### config.mk
export PLATFORM = sky130hd
export DESIGN_NAME = lpd_detector
export DESIGN_NICKNAME = d
export VERILOG_FILES = /design/src/lpd_pkg.sv /design/src/lpd_detector.sv
export SDC_FILE = /design/constraint.sdc
export NUM_CORES = 2
export LEC_CHECK = 0
export BUFFER_PORTS_ARGS = -buffer_cell sky130_fd_sc_hd__buf_2
export CORE_MARGIN = 2
export CORE_UTILIZATION = 50
export DETAILED_ROUTE_END_ITERATION = 7
export MAX_ROUTING_LAYER = met4
export PLACE_DENSITY = 0.67
export SYNTH_ARGS = -nofsm -noshare
export SYNTH_HDL_FRONTEND = slang
export SYNTH_SLANG_ARGS = --single-unit
### constraint.sdc
create_clock -name MCLK -period 49.8 [get_ports MCLK]
set_clock_uncertainty 0.05 [all_clocks]
set_input_delay 9.96 -clock MCLK [delete_from_list [all_inputs] [get_ports MCLK]]
set_output_delay 9.96 -clock MCLK [all_outputs]
set_load 0.02 [all_outputs]
### src/lpd_pkg.sv
package lpd_pkg;

	// Sampling and timing, counted in processing intervals
	localparam int unsigned SAMPLES_PER_CYCLE = 16;
	localparam int unsigned LATCH_CYCLES      = 15;
	localparam int unsigned HEALTHY_CYCLES    = 10;
	localparam int unsigned DISTURB_CYCLES    = 10;
	localparam int unsigned ARM_CYCLES        = 20;
	localparam int unsigned QUAL_CYCLES       = 2;
	localparam int unsigned CHANGE_CYCLES     = 2;
	localparam logic [8:0]  LATCH_COUNT   = 9'(LATCH_CYCLES * SAMPLES_PER_CYCLE);
	localparam logic [8:0]  HEALTHY_COUNT = 9'(HEALTHY_CYCLES * SAMPLES_PER_CYCLE);
	localparam logic [8:0]  DISTURB_COUNT = 9'(DISTURB_CYCLES * SAMPLES_PER_CYCLE);
	localparam logic [8:0]  ARM_COUNT     = 9'(ARM_CYCLES * SAMPLES_PER_CYCLE);
	localparam logic [8:0]  QUAL_COUNT    = 9'(QUAL_CYCLES * SAMPLES_PER_CYCLE);
	localparam logic [8:0]  CHANGE_COUNT  = 9'(CHANGE_CYCLES * SAMPLES_PER_CYCLE);
	localparam logic [3:0]  LAST_SLOT     = 4'(SAMPLES_PER_CYCLE - 1);

	// Scaling: voltage LSB 1/16 V, angle full turn 65536
	localparam int unsigned VOLT_LSB_PER_V = 16;
	localparam int unsigned CLOSE_MIN_V    = 10;
	localparam logic [15:0] CLOSE_MIN_CODE = 16'(CLOSE_MIN_V * VOLT_LSB_PER_V);
	localparam int unsigned ANGLE_LIMIT_DEG = 5;
	localparam logic [15:0] ANGLE_LIMIT    = 16'(ANGLE_LIMIT_DEG * 65536 / 360);

	// Ratio defaults, in 1/64 units
	localparam logic [7:0]  V2V1_FRAC_DEF    = 8'h08;
	localparam logic [7:0]  I0I1_FRAC_DEF    = 8'h04;
	localparam logic [7:0]  I2I1_FRAC_DEF    = 8'h04;
	localparam logic [7:0]  HEALTHY_FRAC_DEF = 8'h30;
	localparam logic [7:0]  NEAR_ZERO_FRAC_DEF = 8'h06;

	// Register map
	localparam logic [7:0]  REG_CTRL   = 8'h00;
	localparam logic [7:0]  REG_NOMV   = 8'h04;
	localparam logic [7:0]  REG_NOMI   = 8'h08;
	localparam logic [7:0]  REG_STATUS = 8'h0C;
	localparam int unsigned CTRL_ENABLE_LSB = 0;
	localparam int unsigned CTRL_BUSBAR_BIT = 2;
	localparam logic [15:0] NOMV_RESET = 16'h0430;
	localparam logic [15:0] NOMI_RESET = 16'h0500;

	// Blocking enable selections
	typedef enum logic [1:0] {LPD_EN_N = 2'h0, LPD_EN_Y = 2'h1, LPD_EN_Y1 = 2'h2} lpd_enable_t;

	// One processing interval of front-end data
	typedef struct packed {
		logic [15:0] v1_mag;
		logic [15:0] v2_mag;
		logic [15:0] i1_mag;
		logic [15:0] i1_ang;
		logic [15:0] i0_mag;
		logic [15:0] i0_ang;
		logic [15:0] i2_mag;
		logic        three_pole_open;
		logic        out_of_step;
	} lpd_meas_t;

endpackage

### src/lpd_detector.sv
// Behaviour
// - Potential lost rises with close, drop or busbar hit, same interval.
// - Close or drop hit held 15 cycles sets the latch holding potential lost.
// - Voltages healthy 10 cycles raise a clear flag resetting status and latch.
// - Potential lost status is produced whatever the blocking enable holds.
// - Blocking output follows status only with enable Y or Y1, else low.
// - Close check only with busbar select N, busbar check only with Y.
// - Disturbance flag high when current change seen within last 10 cycles.
// - Falling three-pole-open arms the close check for 20 cycles only.
// - Armed close check asserts after two cycles of voltage and current conditions.
// - Voltage drop hit seals in until a current change or clear condition.
// - Drop may start only when V1 is at most 0.9 of one cycle ago.
// - I1 magnitude change over 10% nominal forces drop hit low.
// - I1 angle change over 5 degrees blocks, ignored below 0.05 nominal.
// - I0 magnitude change over 10% nominal forces drop hit low.
// - I0 angle change over 5 degrees blocks, only above 1.6% nominal.
// - Each current change keeps the drop detector blocked for two cycles.
// - Drop hit only while clear, three-pole-open and out-of-step are low.
// - Busbar select resets to N so the close check is active.
// - Busbar hit sets at near-zero volts without change, clears after healthy.
//
// The register addresses and the address-and-strobe port were left to the implementer.
module lpd_detector
	import lpd_pkg::*;
#(
	parameter logic [7:0] V2V1_FRAC      = V2V1_FRAC_DEF,
	parameter logic [7:0] I0I1_FRAC      = I0I1_FRAC_DEF,
	parameter logic [7:0] I2I1_FRAC      = I2I1_FRAC_DEF,
	parameter logic [7:0] HEALTHY_FRAC   = HEALTHY_FRAC_DEF,
	parameter logic [7:0] NEAR_ZERO_FRAC = NEAR_ZERO_FRAC_DEF
) (
	input  wire logic        MCLK,
	input  wire logic        RST,
	input  wire logic        CE,
	input  wire logic [7:0]  REG_ADDR,
	input  wire logic [31:0] REG_WDATA,
	input  wire logic        REG_WR,
	input  wire logic        REG_RD,
	output logic      [31:0] REG_RDATA,
	input  wire lpd_meas_t   MEAS,
	input  wire logic        MEAS_VALID,
	output logic             POTENTIAL_LOST,
	output logic             POTENTIAL_LOST_BLOCK,
	output logic             CLOSE_CHECK_HIT,
	output logic             VOLT_DROP_HIT,
	output logic             LOSS_LATCHED,
	output logic             BUSBAR_CHECK_HIT,
	output logic             VOLTS_HEALTHY_CLEAR,
	output logic             CURRENT_DISTURBANCE
);

	// Whole module state
	typedef struct packed {
		logic [15:0][15:0] hist_v1;
		logic [15:0][15:0] hist_i1m;
		logic [15:0][15:0] hist_i1a;
		logic [15:0][15:0] hist_i0m;
		logic [15:0][15:0] hist_i0a;
		logic [3:0]        slot;
		logic              hist_full;
		logic [1:0]        loss_block_enable;
		logic              busbar_pt_select;
		logic [15:0]       nominal_voltage;
		logic [15:0]       nominal_current;
		logic [31:0]       rdata;
		logic              tpo_prev;
		logic [8:0]        arm_cnt;
		logic [8:0]        qual_cnt;
		logic [8:0]        change_cnt;
		logic [8:0]        disturb_cnt;
		logic [8:0]        healthy_cnt;
		logic [8:0]        latch_cnt;
		logic              potential_lost;
		logic              potential_lost_block;
		logic              close_check_hit;
		logic              volt_drop_hit;
		logic              loss_latched;
		logic              busbar_check_hit;
		logic              volts_healthy_clear;
		logic              current_disturbance;
	} lpd_state_t;

	lpd_state_t st;
	lpd_state_t next_st;

	// Comparison terms of the present interval
	logic [15:0] v1_old;
	logic [15:0] i1m_old;
	logic [15:0] i1a_old;
	logic [15:0] i0m_old;
	logic [15:0] i0a_old;
	logic        i1_mag_chg;
	logic        i1_ang_chg;
	logic        i0_mag_chg;
	logic        i0_ang_chg;
	logic        change_now;
	logic        change_recent;
	logic        drop_start;
	logic        v2_imbal;
	logic        i0_imbal;
	logic        i2_imbal;
	logic        v1_above_min;
	logic        healthy;
	logic        near_zero;

	// Magnitude difference scaled against tenth of nominal
	function automatic logic mag_change(input logic [15:0] now, input logic [15:0] old,
		input logic [15:0] nominal);
		logic [15:0] diff;
		diff = (now > old) ? now - old : old - now;
		return ({4'h0, diff} * 20'h0000A) > {4'h0, nominal};
	endfunction

	// Wrapped angle difference against the limit
	function automatic logic ang_change(input logic [15:0] now, input logic [15:0] old);
		logic [15:0] diff;
		diff = now - old;
		if (diff[15]) begin
			diff = 16'h0000 - diff;
		end
		return diff > ANGLE_LIMIT;
	endfunction

	// Ratio check: num * 64 above frac * den
	function automatic logic ratio_over(input logic [15:0] num, input logic [15:0] den,
		input logic [7:0] frac);
		return {num, 6'h00} > ({6'h00, den} * {14'h0000, frac});
	endfunction

	// History lookup, one power-system cycle back
	always_comb begin
		v1_old  = st.hist_v1[st.slot];
		i1m_old = st.hist_i1m[st.slot];
		i1a_old = st.hist_i1a[st.slot];
		i0m_old = st.hist_i0m[st.slot];
		i0a_old = st.hist_i0a[st.slot];
	end

	// Current change detectors
	always_comb begin
		i1_mag_chg = st.hist_full && mag_change(MEAS.i1_mag, i1m_old, st.nominal_current);
		i1_ang_chg = st.hist_full && ang_change(MEAS.i1_ang, i1a_old)
			&& ({2'h0, MEAS.i1_mag, 4'h0} + {4'h0, MEAS.i1_mag, 2'h0} >= {6'h00, st.nominal_current});
		i0_mag_chg = st.hist_full && mag_change(MEAS.i0_mag, i0m_old, st.nominal_current);
		i0_ang_chg = st.hist_full && ang_change(MEAS.i0_ang, i0a_old)
			&& (({8'h00, MEAS.i0_mag} * 24'h00007D) > {7'h00, st.nominal_current, 1'b0});
		change_now    = i1_mag_chg | i1_ang_chg | i0_mag_chg | i0_ang_chg;
		change_recent = change_now | (st.change_cnt != 9'h000);
	end

	// Voltage and imbalance checks
	always_comb begin
		drop_start   = st.hist_full
			&& ({4'h0, MEAS.v1_mag} * 20'h0000A <= {4'h0, v1_old} * 20'h00009);
		v2_imbal     = ratio_over(MEAS.v2_mag, MEAS.v1_mag, V2V1_FRAC);
		i0_imbal     = ratio_over(MEAS.i0_mag, MEAS.i1_mag, I0I1_FRAC);
		i2_imbal     = ratio_over(MEAS.i2_mag, MEAS.i1_mag, I2I1_FRAC);
		v1_above_min = MEAS.v1_mag > CLOSE_MIN_CODE;
		// Healthy when V1 * 64 reaches frac * nominal and v2_imbal is low
		healthy      = ({MEAS.v1_mag, 6'h00} >= ({6'h00, st.nominal_voltage} * {14'h0000, HEALTHY_FRAC}))
			&& !v2_imbal;
		near_zero    = !ratio_over(MEAS.v1_mag, st.nominal_voltage, NEAR_ZERO_FRAC);
	end

	// Next state
	always_comb begin
		next_st = st;

		// Register writes
		if (REG_WR) begin
			case (REG_ADDR)
				REG_CTRL: begin
					next_st.loss_block_enable = REG_WDATA[CTRL_ENABLE_LSB +: 2];
					next_st.busbar_pt_select  = REG_WDATA[CTRL_BUSBAR_BIT];
				end
				REG_NOMV: next_st.nominal_voltage = REG_WDATA[15:0];
				REG_NOMI: next_st.nominal_current = REG_WDATA[15:0];
				default: ;
			endcase
		end

		// Register reads, answered next cycle
		next_st.rdata = 32'h00000000;
		if (REG_RD) begin
			case (REG_ADDR)
				REG_CTRL:   next_st.rdata = {29'h00000000, st.busbar_pt_select, st.loss_block_enable};
				REG_NOMV:   next_st.rdata = {16'h0000, st.nominal_voltage};
				REG_NOMI:   next_st.rdata = {16'h0000, st.nominal_current};
				REG_STATUS: next_st.rdata = {24'h000000, st.current_disturbance, st.volts_healthy_clear,
					st.busbar_check_hit, st.loss_latched, st.volt_drop_hit, st.close_check_hit,
					st.potential_lost_block, st.potential_lost};
				default:    next_st.rdata = 32'h00000000;
			endcase
		end

		// Detection advances once per processing interval
		if (MEAS_VALID) begin
			// History ring, SAMPLES_PER_CYCLE deep
			next_st.hist_v1[st.slot]  = MEAS.v1_mag;
			next_st.hist_i1m[st.slot] = MEAS.i1_mag;
			next_st.hist_i1a[st.slot] = MEAS.i1_ang;
			next_st.hist_i0m[st.slot] = MEAS.i0_mag;
			next_st.hist_i0a[st.slot] = MEAS.i0_ang;
			next_st.slot = (st.slot == LAST_SLOT) ? 4'h0 : st.slot + 4'h1;
			if (st.slot == LAST_SLOT) begin
				next_st.hist_full = 1'b1;
			end

			// Change memory and disturbance window
			if (change_now) begin
				next_st.change_cnt  = CHANGE_COUNT;
				next_st.disturb_cnt = DISTURB_COUNT;
			end else begin
				if (st.change_cnt != 9'h000) begin
					next_st.change_cnt = st.change_cnt - 9'h001;
				end
				if (st.disturb_cnt != 9'h000) begin
					next_st.disturb_cnt = st.disturb_cnt - 9'h001;
				end
			end
			next_st.current_disturbance = change_now || (st.disturb_cnt > 9'h001);

			// Healthy-voltage timer and clear flag
			if (!healthy) begin
				next_st.healthy_cnt = 9'h000;
			end else if (st.healthy_cnt != HEALTHY_COUNT) begin
				next_st.healthy_cnt = st.healthy_cnt + 9'h001;
			end
			next_st.volts_healthy_clear = healthy && (st.healthy_cnt >= HEALTHY_COUNT - 9'h001);

			// Arm window on breaker closing
			next_st.tpo_prev = MEAS.three_pole_open;
			if (st.tpo_prev && !MEAS.three_pole_open) begin
				next_st.arm_cnt = ARM_COUNT;
			end else if (st.arm_cnt != 9'h000) begin
				next_st.arm_cnt = st.arm_cnt - 9'h001;
			end

			// Close check qualification
			if ((st.arm_cnt != 9'h000) && v2_imbal && v1_above_min && !i0_imbal && !i2_imbal
				&& !st.busbar_pt_select) begin
				if (st.qual_cnt != QUAL_COUNT) begin
					next_st.qual_cnt = st.qual_cnt + 9'h001;
				end
			end else begin
				next_st.qual_cnt = 9'h000;
			end
			next_st.close_check_hit = (st.arm_cnt != 9'h000) && !st.busbar_pt_select
				&& (next_st.qual_cnt == QUAL_COUNT);

			// Voltage drop detector with seal-in
			if (next_st.volts_healthy_clear || MEAS.three_pole_open || MEAS.out_of_step) begin
				next_st.volt_drop_hit = 1'b0;
			end else if (change_recent) begin
				next_st.volt_drop_hit = 1'b0;
			end else begin
				next_st.volt_drop_hit = st.volt_drop_hit || drop_start;
			end

			// Busbar detector
			if (!st.busbar_pt_select || next_st.volts_healthy_clear) begin
				next_st.busbar_check_hit = 1'b0;
			end else if (near_zero && !change_recent) begin
				next_st.busbar_check_hit = 1'b1;
			end

			// Latch after persistent close or drop hit
			if (next_st.close_check_hit || next_st.volt_drop_hit) begin
				if (st.latch_cnt != LATCH_COUNT) begin
					next_st.latch_cnt = st.latch_cnt + 9'h001;
				end
			end else begin
				next_st.latch_cnt = 9'h000;
			end
			if (next_st.volts_healthy_clear) begin
				next_st.loss_latched = 1'b0;
			end else if (next_st.latch_cnt == LATCH_COUNT) begin
				next_st.loss_latched = 1'b1;
			end

			// Status and blocking outputs
			next_st.potential_lost = !next_st.volts_healthy_clear
				&& (next_st.close_check_hit || next_st.volt_drop_hit
				|| next_st.busbar_check_hit || next_st.loss_latched);
		end

		next_st.potential_lost_block = next_st.potential_lost
			&& ((next_st.loss_block_enable == LPD_EN_Y) || (next_st.loss_block_enable == LPD_EN_Y1));
	end

	// State register
	always_ff @(posedge MCLK or posedge RST) begin
		if (RST) begin
			st <= '0;
			st.nominal_voltage   <= NOMV_RESET;
			st.nominal_current   <= NOMI_RESET;
			st.loss_block_enable <= LPD_EN_N;
			st.busbar_pt_select  <= 1'b0;
		end else if (CE) begin
			st <= next_st;
		end
	end

	// Outputs from state
	always_comb begin
		REG_RDATA            = st.rdata;
		POTENTIAL_LOST       = st.potential_lost;
		POTENTIAL_LOST_BLOCK = st.potential_lost_block;
		CLOSE_CHECK_HIT      = st.close_check_hit;
		VOLT_DROP_HIT        = st.volt_drop_hit;
		LOSS_LATCHED         = st.loss_latched;
		BUSBAR_CHECK_HIT     = st.busbar_check_hit;
		VOLTS_HEALTHY_CLEAR  = st.volts_healthy_clear;
		CURRENT_DISTURBANCE  = st.current_disturbance;
	end

endmodule // lpd_detector

After elaboration in Yosys (flattened, before gate mapping)
Index checks and enable logic that the tools add are counted.
Word-level totals
  bits in registers: 1415
  latch bits: 0
  memory bits (writable): 0
  bits in read-only memories: 0
  input port bits: 160
  output and inout port bits: 40
  logic and storage cells: 265
  memories: 0
Cells by class
  $add $sub $neg: 16
  $mul: 7
  divide/modulo/power cells: 0
  $lt $le $gt $ge: 19
  equality and inequality tests: 12
  shifts and indexed selects: 0
  muxes and demuxes: 51
  bitwise operators: 4
  reduce and logical (&&, ||, !) cells: 54
Operators by type and width (number)
  $bwmux 256: 5
  $bmux 16 s4: 5
  $mux 16: 13
  $mux 9: 12
  $sub 16x16->16: 6
  $demux 16 s4: 1
  $pmux 16 s4: 1
  $mul 16x3->19 const B: 3
  $gt 22x18->1: 2
  $gt 22x19->1: 2
  $gt 20x16->1: 2
  $mul 16x2->18 const B: 2
  $mux 35: 1
  $gt 16x10->1 const B: 2
  $gt 16x16->1: 2
  $sub 1x16->16 const A: 2
  $add 9x1->9 const B: 3
  $reduce_bool 9->1: 3
  $sub 9x1->9 const B: 3
  $reduce_and 3->1: 8
  $gt 23x17->1: 1
  $mul 16x7->23 const B: 1
  $ge 22x22->1: 1
  $add 20x18->21: 1
  30 further kinds: 81

Depth between registers and ports, before layout
  depth in word-level cells: 26
  mapped depth: 42
  mapped depth without buffers: 36

Worst setup path after synthesis
Ideal clock, no wire load.
  path type: input-to-reg
  from: in MEAS[43] in the netlist's numbering
  to: reg st[40] in the netlist's numbering
  library setup time: 0.118 ns
  data arrival time: 16.648 ns
  setup slack: 32.984 ns
  cell stages on the path: 33
  path buffers: 3
  path through: inv_1 > ha_1 > clkbuf_1 > nand4_1 > or2_2 > or4_1 > o21ai_1 > buf_2 > mux2i_1 > o21ai_0 > a31oi_1 > o221ai_1 > a31oi_1 > xnor2_1 > ha_1 > ha_1 > nor3_1 > o2111ai_1 > a31o_2 > a21oi_1 > xnor2_1 > ha_1 > a21o_1 > a21o_1 > a211oi_1 > a31oi_1 > nand4b_1 > nor4_1 > nand3_1 > o21ai_2 > buf_4 > nand4_1 > a21o_1
On the way
  longest elaborated chain between the ends: 9
  elaborated cells between the ends (all ways): 15
  classes of those cells: add/sub (2); mul (2); order compare (3); mux (2); bitwise (2); reduce/logical (4)
Ends and longest elaborated chain
  start: declaration: line lpd_detector.sv:40  | input wire lpd_meas_t MEAS,
  $sub 16x16->16 or $gt 16x16->1 (tied branches): line lpd_detector.sv:110  | diff = (now > old) ? now - old : old - now;
  $mux 16: line lpd_detector.sv:110
  $mul 16x3->19: line lpd_detector.sv:111  | return ({4'h0, diff} * 20'h0000A) > {4'h0, nominal};
  $gt 20x16->1: line lpd_detector.sv:111
  $logic_and 1x1->1: line lpd_detector.sv:144  | i0_mag_chg = st.hist_full && mag_change(MEAS.i0_mag, i0m_old, st.nominal_current);
  $or 1x1->1: line lpd_detector.sv:147  | change_now = i1_mag_chg | i1_ang_chg | i0_mag_chg | i0_ang_chg;
  $or 1x1->1 *: line lpd_detector.sv:147
  $reduce_bool 2->1 (no line)
  $reduce_and 3->1 (no line)
  end signal: assignment: line lpd_detector.sv:300  | st <= next_st;
  end: declaration: line lpd_detector.sv:83  | lpd_state_t st;
Mark *: on every way between the ends. The rest lies on a longest branch, timed or not.
A chain may end at the register's enable or synchronous reset.

Worst setup path in the final report
  from: in MEAS[78] in the netlist's numbering
  to: reg st[10] in the netlist's numbering
On the way
  longest elaborated chain between the ends: 15
  elaborated cells between the ends (all ways): 31
  classes of those cells: add/sub (3); mul (1); order compare (5); eq/ne (1); mux (8); bitwise (4); reduce/logical (9)
Ends and longest elaborated chain
  $sub 16x16->16 or $gt 16x16->1 (tied branches): line lpd_detector.sv:110
  $mux 16: line lpd_detector.sv:110
  $mul 16x3->19: line lpd_detector.sv:111
  $gt 20x16->1: line lpd_detector.sv:111
  $logic_and 1x1->1: line lpd_detector.sv:141  | i1_mag_chg = st.hist_full && mag_change(MEAS.i1_mag, i1m_old, st.nominal_current);
  $or 1x1->1 (3 in series): line lpd_detector.sv:147
  $or 1x1->1: line lpd_detector.sv:148  | change_recent = change_now | (st.change_cnt != 9'h000);
  $mux 1: line lpd_detector.sv:254  | end else if (change_recent) begin
  $mux 1: line lpd_detector.sv:252  | if (next_st.volts_healthy_clear || MEAS.three_pole_open || MEAS.out_of_step) begin
  $mux 1: line lpd_detector.sv:197  | if (MEAS_VALID) begin
  $logic_or 1x1->1 *: line lpd_detector.sv:268  | if (next_st.close_check_hit || next_st.volt_drop_hit) begin
  $mux 9 *: line lpd_detector.sv:268
  $mux 9 *: line lpd_detector.sv:197
Mark *: on every way between the ends. The rest lies on a longest branch, timed or not. The select of a mux whose other input is x is not followed.

==> flow_summary.toml <==
[run_status]
status = "finished, final reports clean"

[synth]
synthMostInstantiatedCell = "dfrtp_1"
ys_seq_area_share_pct = 44.86
synth_area_sq_um = 78060
ys_top_cells_by_area = "dfrtp_1 45%, mux2_2 16%, mux4_2 12%, ha_1 7.2%, o21ai_0 2.2%"
synth.distinct_cells = 85
synth_top_cell_by_area = "dfrtp_1"
synth_top_flop_cell = "dfrtp_1"
postSynthAreaPerCell_sq_um = 12.75
synth_top_area_share_pct = 44.69
synth-seq-cells = 1399
synth_edf_count = 0
synth_common_cells = "1394 x dfrtp_1, 1140 x mux2_2, 450 x ha_1, 399 x mux4_2, 358 x nand2_1"
postSynth.asyncResetShare_pct = 100.0
syn_inst = 6124
yosys_warnings = 0

[detailed_routing]
drc = 0
vias_per_cell = 6.033
drtIter0Drc = 3768
firstDrtPassIters = 6
detail-route-antenna-nets = 0
num_vias = 50120
avgRoutedWirePerCell_um = 23.24
wirelength_um = 193100

[clock_tree]
cts_made_buffers = 148
cts_setup_buffers = 0
ctsResizeCount = 0
clock_latency_ps = 810
clkSlewWorstSetupHoldPaths_ps = 60
numClockSinks = 1399
h-tree-depth = 4
tritoncts = "yes"
cts-hold-fix-buffers = 0
cts-root-buf = "clkbuf_16"
cts_buffer_depth = 3

[critical_path]
crit_family = "compound AO/OA/AOI/OAI gates"
cp-startpoint = "MEAS[78]"
cp_slowest_cell = "o211ai_1"
path_class = "in2reg"
required_ps = 50400
timing.rr.end = "st[10]"
crit_fanout = 16
worst_setup_path_end_kind = "flip-flop"
worst-path-buf-inv = 3
cp_common_cell = "ha_1"
reg2reg_slack_ps = 37810
cpPeakStageDelay_ps = 790
rr_startpoint = "st[131]"
reg2reg_depth = 36
start_kind = "primary input"
cp_data_arrival_time_ps = 19110

[global_routing]
grt_max_degree = 185
grt-ovfl-total = 0
first_global_vias = 51360
antenna_found_initial = 9
grt_pass1_wl_um = 302500
grt.total_usage_pct = 25.24

[die]
core-area_sq_um = 155700
die_area_sq_um = 159300
die_w_um = 399.1
rows = 145
initial_core_util_pct = 50.15
dieHeight_um = 399.1
ioPinCount = 200

[min_path]
hold_class = "reg2reg"
hold_end = "st[59]"
min_path_cells = 1
min-delay-start = "st[59]"

[timing]
period_share_pct = 37.17
fin_tns_setup_ps = 0
setup_violations = 0
post-route-min-period_ps = 18510
hold_viol_final = 0
slew_headroom_pct = 20.67
fin_ws_ps = 31290
slew_violations = 0
tightest_slew_ps = 1187
timing.fmax_ghz = 0.05402
rsz0062_at_grt = "no"

[job]
maxCapViolations = 0

[placement]
place_ws_ps = 30540
dp_hpwl_um = 122300
globalplace.congestion = 0.9304
io_buffer_count = 167

[layout]
layout-drive-gt1-share_pct = 33.17
syn_to_final_growth_pct = 9.609
layout.nets = 6807
[how the worst max path moves through the flow]
stage / end / slack, ps / cells after the start
final: st[10] / 31290 / 34
after global routing: st[10] / 30670 / 34
after CTS: st[10] / 31340 / 34
after detailed placement: st[10] / 30540 / 34
after global placement: st[10] / 30700 / 34
after floorplan: BUSBAR_CHECK_HIT / 350 / 1
[cell usage in the layout, fill, tap and decap left out, types with 41 or more instances in the layout]
| master | Yosys | final |
|---|---|---|
| nand3_1 | 57 | 53 |
| mux4_2 | 399 | 399 |
| clkbuf_16 | 0 | 150 |
| buf_4 | 33 | 80 |
| ha_1 | 450 | 450 |
| fa_1 | 66 | 66 |
| xnor2_1 | 102 | 102 |
| buf_2 | 4 | 167 |
| inv_1 | 272 | 271 |
| nor2_1 | 163 | 151 |
| a21oi_1 | 185 | 184 |
| mux2_2 | 1140 | 1140 |
| nor2b_1 | 53 | 53 |
| xor2_1 | 41 | 41 |
| nand2_1 | 358 | 358 |
| dfrtp_1 | 1394 | 1390 |
| o21ai_0 | 337 | 337 |
| a21o_1 | 98 | 98 |
[flip-flops by register name (all words and copies together) (netlist names)]
register and cells:
BUSBAR_CHECK_HIT 1, CLOSE_CHECK_HIT 1, CURRENT_DISTURBANCE 1, LOSS_LATCHED 1
POTENTIAL_LOST 1, POTENTIAL_LOST_BLOCK 1, REG_RDATA 16, VOLTS_HEALTHY_CLEAR 1
VOLT_DROP_HIT 1, st 1375
[worst reg2reg max path, delay by kind of cell (launching register included)]
kind                     cells  cell delay, ps
AO/OA/AOI/OAI               14            3980
XOR/XNOR                     2             330
adder cells (fa/ha/maj)      4            1240
buffers and inverters        3            1670
flip-flops                   1             810
multiplexers                 2            1210
AND/OR/NAND/NOR             11            2570
[per-layer routing]
metal,global-route usage (%),up-vias,part of all wire [%]
met2,40.39,1176,48
met4,6.015,0,2.0
li1,-,22440,-
met1,33.97,26260,45
met3,3.971,243,5.2
met5,-,-,0
[cell type report]
class / instances / area (sq um)
fillers: 12750 / 70100
multi-input cells: 4060 / 40580
flip-flops and latches: 1399 / 35030
clock buffers: 214 / 4284
well taps: 2058 / 2575
repair buffers: 250 / 1496
inverters: 272 / 1028
clock inverters: 49 / 559.3
diodes: 5 / 12.51
[cell families after synthesis]
kind of cell	share of synthesized area (%)
AND/OR/NAND/NOR	5.467
adder cells (fa/ha/maj)	8.918
AO/OA/AOI/OAI	7.308
XOR/XNOR	1.604
multiplexers	28.41
flip-flops	44.86
other	0.004804
buffers and inverters	3.435
[through the flow]
stage / std cells / hold slack [ps] / utilization, % / area, sq um
floorplan: 6139 / 387.7 / - / 78120
global placement: 8039 / 406.4 / 51.85 / 80700
detailed placement: 8039 / 413.9 / 51.85 / 80700
CTS: 8302 / 428.2 / 54.96 / 85550
global route: 8307 / 448.3 / 54.97 / 85560
finish: 8307 / 419.9 / 54.97 / 85560
Power is left out: the tool's default activity adds up to more than one toggle a clock period on the data nets, which glitch-free logic cannot reach.
